==> src/shared/monitor_status_control_pkg.sv <==
// Constants shared by the monitor status and control register logic.
package monitor_status_control_pkg;

  // Register location and value after reset.
  localparam logic [7:0] STATUS_CONTROL_ADDR = 8'hE2;
  localparam logic [7:0] STATUS_CONTROL_RESET = 8'h00;

  // Field positions inside the status and control register.
  localparam int PWM_FULL_OVERRIDE_BIT = 0;
  localparam int CLEAR_MODE_BIT = 1;
  localparam int INPUT4_AUTO_MASK_BIT = 2;
  localparam int INPUT5_AUTO_MASK_BIT = 3;
  localparam int TACH_EDGE_LSB = 4;
  localparam int TACH_EDGE_MSB = 5;
  localparam int HOST_FAULT_SUMMARY_BIT = 6;
  localparam int MGMT_CONTROLLER_FAULT_SUMMARY_BIT = 7;

  // Tachometer edge selection codes.
  typedef enum logic [1:0] {
    TACH_EDGE_EITHER = 2'b00,
    TACH_EDGE_RISING = 2'b01,
    TACH_EDGE_FALLING = 2'b10,
    TACH_EDGE_RESERVED = 2'b11
  } tach_edge_t;

endpackage

==> src/design/monitor_status_control_reg.sv <==
// Status and control register of the hardware monitor with its fault masking and alert logic.
`timescale 1ns/10ps
`default_nettype none

// Behaviour
// - Override bit set forces every fan PWM output to full duty.
// - Clear-mode set makes reads of management fault registers clear them.
// - Clear-mode zero leaves reads harmless; only writing one clears a bit.
// - Input-4 auto-mask set: an input-4 fault masks every other error event.
// - Management fault registers stay frozen until their input-4 fault flag clears.
// - Host fault registers stay frozen until their input-4 fault flag clears.
// - Input-5 auto-mask works the same, using input 5 and its flags.
// - Bits 5:4 pick tach edge: either, rising, falling; code 3 reserved.
// - Host summary bit reads one when any host fault bit is set.
// - Management summary bit reads one when any management fault bit is set.
// - Alert output asserts while management summary is set and alert is enabled.
// - Configuration lock freezes the clear-mode bit while i_config_lock is high.
module monitor_status_control_reg
  import monitor_status_control_pkg::*;
(
  input wire logic i_clk,
  input wire logic i_rst_b,
  input wire logic [7:0] i_reg_addr,
  input wire logic i_reg_wr,
  input wire logic i_reg_rd,
  input wire logic [7:0] i_reg_wdata,
  output logic [7:0] o_reg_rdata,
  output logic o_reg_rvalid,
  input wire logic i_config_lock,
  input wire logic i_alert_en,
  input wire logic i_host_err_any,
  input wire logic i_mgmt_err_any,
  input wire logic i_input4_event,
  input wire logic i_input5_event,
  input wire logic i_input4_fault_flag_mgmt,
  input wire logic i_input4_fault_flag_host,
  input wire logic i_input5_fault_flag_mgmt,
  input wire logic i_input5_fault_flag_host,
  output logic o_pwm_full_override,
  output logic o_mgmt_read_clears,
  output logic [1:0] o_tach_edge,
  output logic o_mgmt_record_block,
  output logic o_host_record_block,
  output logic o_alert
);

  // ----------------------------------------------------------------
  // Reset release
  // ----------------------------------------------------------------

  logic rst_sync1_r;
  logic rst_sync2_r;

  // Reset asserts at once and releases through two flip-flops.
  always_ff @(posedge i_clk or negedge i_rst_b)
  begin
    if (!i_rst_b)
    begin
      rst_sync1_r <= 1'b0;
      rst_sync2_r <= 1'b0;
    end
    else
    begin
      rst_sync1_r <= 1'b1;
      rst_sync2_r <= rst_sync1_r;
    end
  end

  logic rst_b_int;
  assign rst_b_int = rst_sync2_r;

  // ----------------------------------------------------------------
  // Register access decode
  // ----------------------------------------------------------------

  // True when a strobe addresses this register.
  function automatic logic hits_reg(input logic strobe, input logic [7:0] addr);
    hits_reg = strobe && (addr == STATUS_CONTROL_ADDR);
  endfunction

  logic wr_hit;
  logic rd_hit;
  assign wr_hit = hits_reg(i_reg_wr, i_reg_addr);
  assign rd_hit = hits_reg(i_reg_rd, i_reg_addr);

  // ----------------------------------------------------------------
  // Control fields
  // ----------------------------------------------------------------

  logic override_r;
  logic override_nxt;
  logic clear_mode_r;
  logic clear_mode_nxt;
  logic am4_r;
  logic am4_nxt;
  logic am5_r;
  logic am5_nxt;
  tach_edge_t edge_r;
  tach_edge_t edge_nxt;

  // Writes load the writable fields; clear-mode holds while configuration is locked.
  always_comb
  begin
    override_nxt = override_r;
    clear_mode_nxt = clear_mode_r;
    am4_nxt = am4_r;
    am5_nxt = am5_r;
    edge_nxt = edge_r;
    if (wr_hit)
    begin
      override_nxt = i_reg_wdata[PWM_FULL_OVERRIDE_BIT];
      if (!i_config_lock)
      begin
        clear_mode_nxt = i_reg_wdata[CLEAR_MODE_BIT];
      end
      am4_nxt = i_reg_wdata[INPUT4_AUTO_MASK_BIT];
      am5_nxt = i_reg_wdata[INPUT5_AUTO_MASK_BIT];
      edge_nxt = tach_edge_t'(i_reg_wdata[TACH_EDGE_MSB:TACH_EDGE_LSB]);
    end
  end

  // Control fields take their reset values and then follow the next values.
  always_ff @(posedge i_clk or negedge rst_b_int)
  begin
    if (!rst_b_int)
    begin
      override_r <= STATUS_CONTROL_RESET[PWM_FULL_OVERRIDE_BIT];
      clear_mode_r <= STATUS_CONTROL_RESET[CLEAR_MODE_BIT];
      am4_r <= STATUS_CONTROL_RESET[INPUT4_AUTO_MASK_BIT];
      am5_r <= STATUS_CONTROL_RESET[INPUT5_AUTO_MASK_BIT];
      edge_r <= tach_edge_t'(STATUS_CONTROL_RESET[TACH_EDGE_MSB:TACH_EDGE_LSB]);
    end
    else
    begin
      override_r <= override_nxt;
      clear_mode_r <= clear_mode_nxt;
      am4_r <= am4_nxt;
      am5_r <= am5_nxt;
      edge_r <= edge_nxt;
    end
  end

  // Control fields drive the fan, tach and clear-mode logic directly.
  assign o_pwm_full_override = override_r;
  assign o_mgmt_read_clears = clear_mode_r;
  assign o_tach_edge = edge_r;

  // ----------------------------------------------------------------
  // Auto-mask of error recording
  // ----------------------------------------------------------------

  // A masking fault counts from its own event until the bank's fault flag clears.
  // The event term covers the cycle before the flag itself is seen set.
  assign o_mgmt_record_block = (am4_r && (i_input4_event || i_input4_fault_flag_mgmt))
                            || (am5_r && (i_input5_event || i_input5_fault_flag_mgmt));
  assign o_host_record_block = (am4_r && (i_input4_event || i_input4_fault_flag_host))
                            || (am5_r && (i_input5_event || i_input5_fault_flag_host));

  // ----------------------------------------------------------------
  // Read data and alert
  // ----------------------------------------------------------------

  logic [7:0] rdata_r;
  logic [7:0] rdata_nxt;
  logic rvalid_r;
  logic rvalid_nxt;
  logic alert_r;
  logic alert_nxt;

  // Reads capture the fields and the live summary levels; the alert tracks the summary.
  always_comb
  begin
    rdata_nxt = rdata_r;
    rvalid_nxt = rd_hit;
    if (rd_hit)
    begin
      rdata_nxt = 8'h00;
      rdata_nxt[PWM_FULL_OVERRIDE_BIT] = override_r;
      rdata_nxt[CLEAR_MODE_BIT] = clear_mode_r;
      rdata_nxt[INPUT4_AUTO_MASK_BIT] = am4_r;
      rdata_nxt[INPUT5_AUTO_MASK_BIT] = am5_r;
      rdata_nxt[TACH_EDGE_MSB:TACH_EDGE_LSB] = edge_r;
      rdata_nxt[HOST_FAULT_SUMMARY_BIT] = i_host_err_any;
      rdata_nxt[MGMT_CONTROLLER_FAULT_SUMMARY_BIT] = i_mgmt_err_any;
    end
    alert_nxt = i_mgmt_err_any && i_alert_en;
  end

  // Read data and alert registers.
  always_ff @(posedge i_clk or negedge rst_b_int)
  begin
    if (!rst_b_int)
    begin
      rdata_r <= 8'h00;
      rvalid_r <= 1'b0;
      alert_r <= 1'b0;
    end
    else
    begin
      rdata_r <= rdata_nxt;
      rvalid_r <= rvalid_nxt;
      alert_r <= alert_nxt;
    end
  end

  assign o_reg_rdata = rdata_r;
  assign o_reg_rvalid = rvalid_r;
  assign o_alert = alert_r;
endmodule

`default_nettype wire

==> config.mk <==
export PLATFORM = sky130hd
export DESIGN_NAME = monitor_status_control_reg
export DESIGN_NICKNAME = d
export VERILOG_FILES = /design/src/shared/monitor_status_control_pkg.sv /design/src/design/monitor_status_control_reg.sv
export SDC_FILE = /design/constraint.sdc
export NUM_CORES = 1
export LEC_CHECK = 0
export BUFFER_PORTS_ARGS = -buffer_cell sky130_fd_sc_hd__clkbuf_2
export CELL_PAD_IN_SITES_DETAIL_PLACEMENT = 1
export CELL_PAD_IN_SITES_GLOBAL_PLACEMENT = 1
export CORE_MARGIN = 2
export CORE_UTILIZATION = 25
export DETAILED_ROUTE_END_ITERATION = 12
export HOLD_SLACK_MARGIN = 0.02
export PLACE_DENSITY_LB_ADDON = 0.1
export SKIP_CTS_REPAIR_TIMING = 1
export SLEW_MARGIN = 20
export SYNTH_ARGS = -nofsm -noshare
export SYNTH_HDL_FRONTEND = slang
export SYNTH_SLANG_ARGS = --single-unit
==> constraint.sdc <==
create_clock -name i_clk -period 1 [get_ports i_clk]
set_clock_uncertainty 0.2 [all_clocks]
set_input_delay 0.15 -clock i_clk [delete_from_list [all_inputs] [get_ports i_clk]]
set_output_delay 0.15 -clock i_clk [all_outputs]
set_load 0.05 [all_outputs]
# [Word-level counts from Yosys, hierarchy flattened]
# Cells that the tools add are included.
# Widths: inputs -> output; s select.
[classes] n_eq_ne=1 bitwise_logic=1 reduce_logical=14
[ops] cell="$eq 8x8->1 const B" count=1
[ops] cell="$logic_and 1x1->1" count=7
[ops] cell="$logic_or 1x1->1" count=6
[ops] cell="$reduce_and 2->1" count=1
[ops] cell="$not 1->1" count=1
[totals] regBits=18 input_bits=30 output_inout_bits=16 elab_cells=26

# [Logic depth before layout (Yosys ltp)]
[logic_depth] word_depth=3 ltp_mapped=3 depth_no_buf=3

# [Worst setup path after synthesis]
# Ideal clock, no wire load.
[synth_path] path_type="in2reg" from="in i_reg_addr[0]" to="reg am4_r" setup_ps=125 arrival_ps=966 t_required_ps=675 slack_ps=-291 cell_stages=3 path_buffers=0 path_cell_list="nor4b_4 -> nand3_1 -> mux2_2"
[synth_via] elab_chain_cells=2
[synth_lines] element="start: declaration" line="monitor_status_control_reg.sv:23" rtl="input wire logic [7:0] i_reg_addr,"
[synth_lines] element="$eq 8x8->1" line="monitor_status_control_reg.sv:78" rtl="hits_reg = strobe && (addr == STATUS_CONTROL_ADDR);"
[synth_lines] element="$logic_and 1x1->1" line="monitor_status_control_reg.sv:78"
[synth_lines] element="end signal: assignment" line="monitor_status_control_reg.sv:129" rtl="am4_r <= STATUS_CONTROL_RESET[INPUT4_AUTO_MASK_BIT];"
[synth_lines] element="end signal: assignment" line="monitor_status_control_reg.sv:137" rtl="am4_r <= am4_nxt;"
[synth_lines] element="end: declaration" line="monitor_status_control_reg.sv:94" rtl="logic am4_r;"
# No other way between the ends.
# A chain may end at the register's enable or synchronous reset.

# [Final worst setup path]
[layout_path] from="reg am5_r" to="out o_host_record_block"
[layout_via] elab_chain_cells=2
[layout_lines] element="start: declaration" line="monitor_status_control_reg.sv:96" rtl="logic am5_r;"
[layout_lines] element="start signal: assignment" line="monitor_status_control_reg.sv:130" rtl="am5_r <= STATUS_CONTROL_RESET[INPUT5_AUTO_MASK_BIT];"
[layout_lines] element="start signal: assignment" line="monitor_status_control_reg.sv:138" rtl="am5_r <= am5_nxt;"
[layout_lines] element="$logic_and 1x1->1" line="monitor_status_control_reg.sv:157" rtl="|| (am5_r && (i_input5_event || i_input5_fault_flag_host));"
[layout_lines] element="$logic_or 1x1->1" line="monitor_status_control_reg.sv:157"
[layout_lines] element="end: declaration" line="monitor_status_control_reg.sv:43" rtl="output logic o_host_record_block,"
# No other way between the ends.

==> flow_summary.yaml <==
yosys:
  syn_nets: 76
  yosysWarnings: 0
  synth.avg_cell_area_sq_um: 15.4
  synth_top_family_by_area: "multiplexers"
  ys_types: 12
  netlist_area_sq_um: 707
  synth-simple-area-share_pct: 10.1
  synth-seq-area-share_pct: 63.7
  yosysTopAreaCellShare_pct: 63.7
  synth.area.mux_share_pct: 22.3
  synth_compound_area_share_pct: 2.83
  synth_xor_xnor_area_share_pct: 0
  ys_ff_latch: 18
  synth-adder-area-share_pct: 0
  synth_area_leader_cell: "dfrtp_1"
  yosys-top-cells-area: "dfrtp_1, mux2_2, nor4b_4"
  synth_cells: 46
global_routing:
  grt_pass1_vias: 596
  grt_max_degree: 17
  grt_pass1_wl_microns: 2680
  grt.overflow.total: 0
  antenna_found_initial: 0
  track_usage_pct: 10.6
detailed_routing:
  routed_wl_microns: 1740
  vias: 623
  drt-initial-drc-count: 8
  remaining_drc_errors: 0
  ant_nets: 0
  via_per_inst: 4.61
  dr.pass1.iters: 2
  drt-wirelength-per-cell_microns: 12.9
finish:
  postLayoutCellArea_sq_mm: 0.00125
  fillers: 301
  final_cells: 135
  syn2layout_area_growth_pct: 76.5
  num_antenna_cells: 0
  drive_above_1_share_pct: 74.0
  final_common_cell: "clkbuf_2"
  final_cell_mix: "clkbuf_2, buf_6, dfrtp_1"
  nets: 135
worst_setup_path:
  worstSetupPathType: "reg -> out"
  end_kind: "output pin"
  r2r_slack_ns: -0.13
  worstPathMaxFanout: 3
  startpoint_type: "flop"
  worstPathArrival_ns: 1.00
  cp.required_ns: 0.65
place:
  dpl-instance-area_sq_um: 997
  place_ws_ns: -0.529
  gp_congestion: 0.664
  detailed_place_hpwl_microns: 1300
  dp.cells: 124
  port_buffers: 43
clock_network:
  h-tree-depth: 1
  cts.clk_slew.worst_paths_ns: 0.10
  tritoncts: "done"
  cts_buffers: 3
  clk_path_buf_depth: 2
  cts_sinks: 18
  clk_latency_ns: 0.28
  cts-root-buf: "clkbuf_4"
floorplanning:
  io-pin-count: 46
  die_x_microns: 57.2
  die_area_sq_mm: 0.00327
  core_area_sq_mm: 0.00271
  rows: 19
  die_h_microns: 57.2
  initial_core_util_pct: 26.1
timing:
  setup_viol: 30
  hold_violations: 26
  drv_slew: 0
  worst_slack_ns: -0.352
  whs_ns: -0.106
  setup_tns_ns: -5.04
  period_share_pct: 135
  period_needed_ns: 1.35
  rsz0062_at_grt: "yes"
  max_freq_mhz: 740
run_status:
  status: "complete, but fails checks"
  violations: "negative hold slack, negative setup slack"
power:
  max-vdd-ir-drop_mv: 0.689
  p_leak_nw: 0.659
  p_total_mw: 1.38
  p_per_area_mw_per_mm2: 1110
run:
  drv_cap: 0
min_path:
  holdCritPathClass: "in -> reg"
==> final cells by class <==
cell class / count / area (sq um) / area share, %
multi-input cells: 28 / 299 / 24.0
flip-flops and latches: 18 / 452 / 36.2
clock buffers: 4 / 26.3 / 2.11
well taps: 31 / 38.8 / 3.11
repair buffers: 53 / 428 / 34.3
inverters: 1 / 3.75 / 0.301
==> synth_stat cells <==
| library cell | count |
|---|---|
| nand3_2 | 1 |
| and2_1 | 1 |
| nand2_1 | 2 |
| mux2_2 | 14 |
| conb_1 | 1 |
| dfrtp_1 | 18 |
| o21ai_0 | 4 |
| nand4b_1 | 1 |
| and4b_1 | 1 |
| nand3_1 | 1 |
| nor4b_4 | 1 |
| inv_1 | 1 |
==> routing by layer <==
layer	track usage [%]	routed length (microns)	vias to the layer above
met2	16.4	808	34
met5	0	0	-
met4	4.98	21	0
met1	13.2	725	304
met3	4.08	182	2
li1	-	-	283
==> logic make-up after synthesis <==
family | count (synthesis)
flops | 18
buf+inv | 1
compound gates | 4
simple gates | 8
other cells | 1
mux | 14
==> final timing paths <==
path,start,endpoint,cells past startpoint
setup / recovery,am5_r$_DFFE_PN0P_,o_host_record_block,3
hold / removal,i_host_err_any,o_reg_rdata[6]$_DFFE_PN0P_,2
setup reg to reg,am4_r$_DFFE_PN0P_,o_reg_rdata[2]$_DFFE_PN0P_,2
hold reg to reg,rst_b_int$_DFF_PN0_,o_reg_rdata[5]$_DFFE_PN0P_,1
max in group asynchronous,rst_b_int$_DFF_PN0_,o_mgmt_read_clears$_DFFE_PN0P_,1
min in group asynchronous,i_rst_b,rst_sync1_r$_DFF_PN0_,2
==> power breakdown <==
group          leakage (nW)  internal [mW]  switching (mW)  total, mW
combinational         0.401          0.123           0.136      0.259
sequential            0.243          0.749          0.0159      0.765
clock                0.0150          0.155           0.200      0.355
==> critical path: stages (launching register included) <==
cell and delay [ns]:
dfrtp_1 0.41, o21ai_1 0.10, nand2_2 0.06, buf_6 0.15
==> registers in the layout (all words and copies together), names as in the netlist <==
| signal | flops |
|---|---|
| o_reg_rvalid | 1 |
| am4_r | 1 |
| rst_b_int | 1 |
| rst_sync1_r | 1 |
| am5_r | 1 |
| o_mgmt_read_clears | 1 |
| o_pwm_full_override | 1 |
| o_tach_edge | 2 |
| o_alert | 1 |
| o_reg_rdata | 8 |
==> stage by stage <==
step,utilization (%),hold slack [ns]
3_5_place_dp,36.8,-0.261
6_report,46.0,-0.106
4_1_cts,37.8,-0.575
5_1_grt,46.0,-0.124
2_1_floorplan,-,-0.346
3_3_place_gp,36.8,-0.264
No activity file was read; power rests on OpenSTA's default activity.
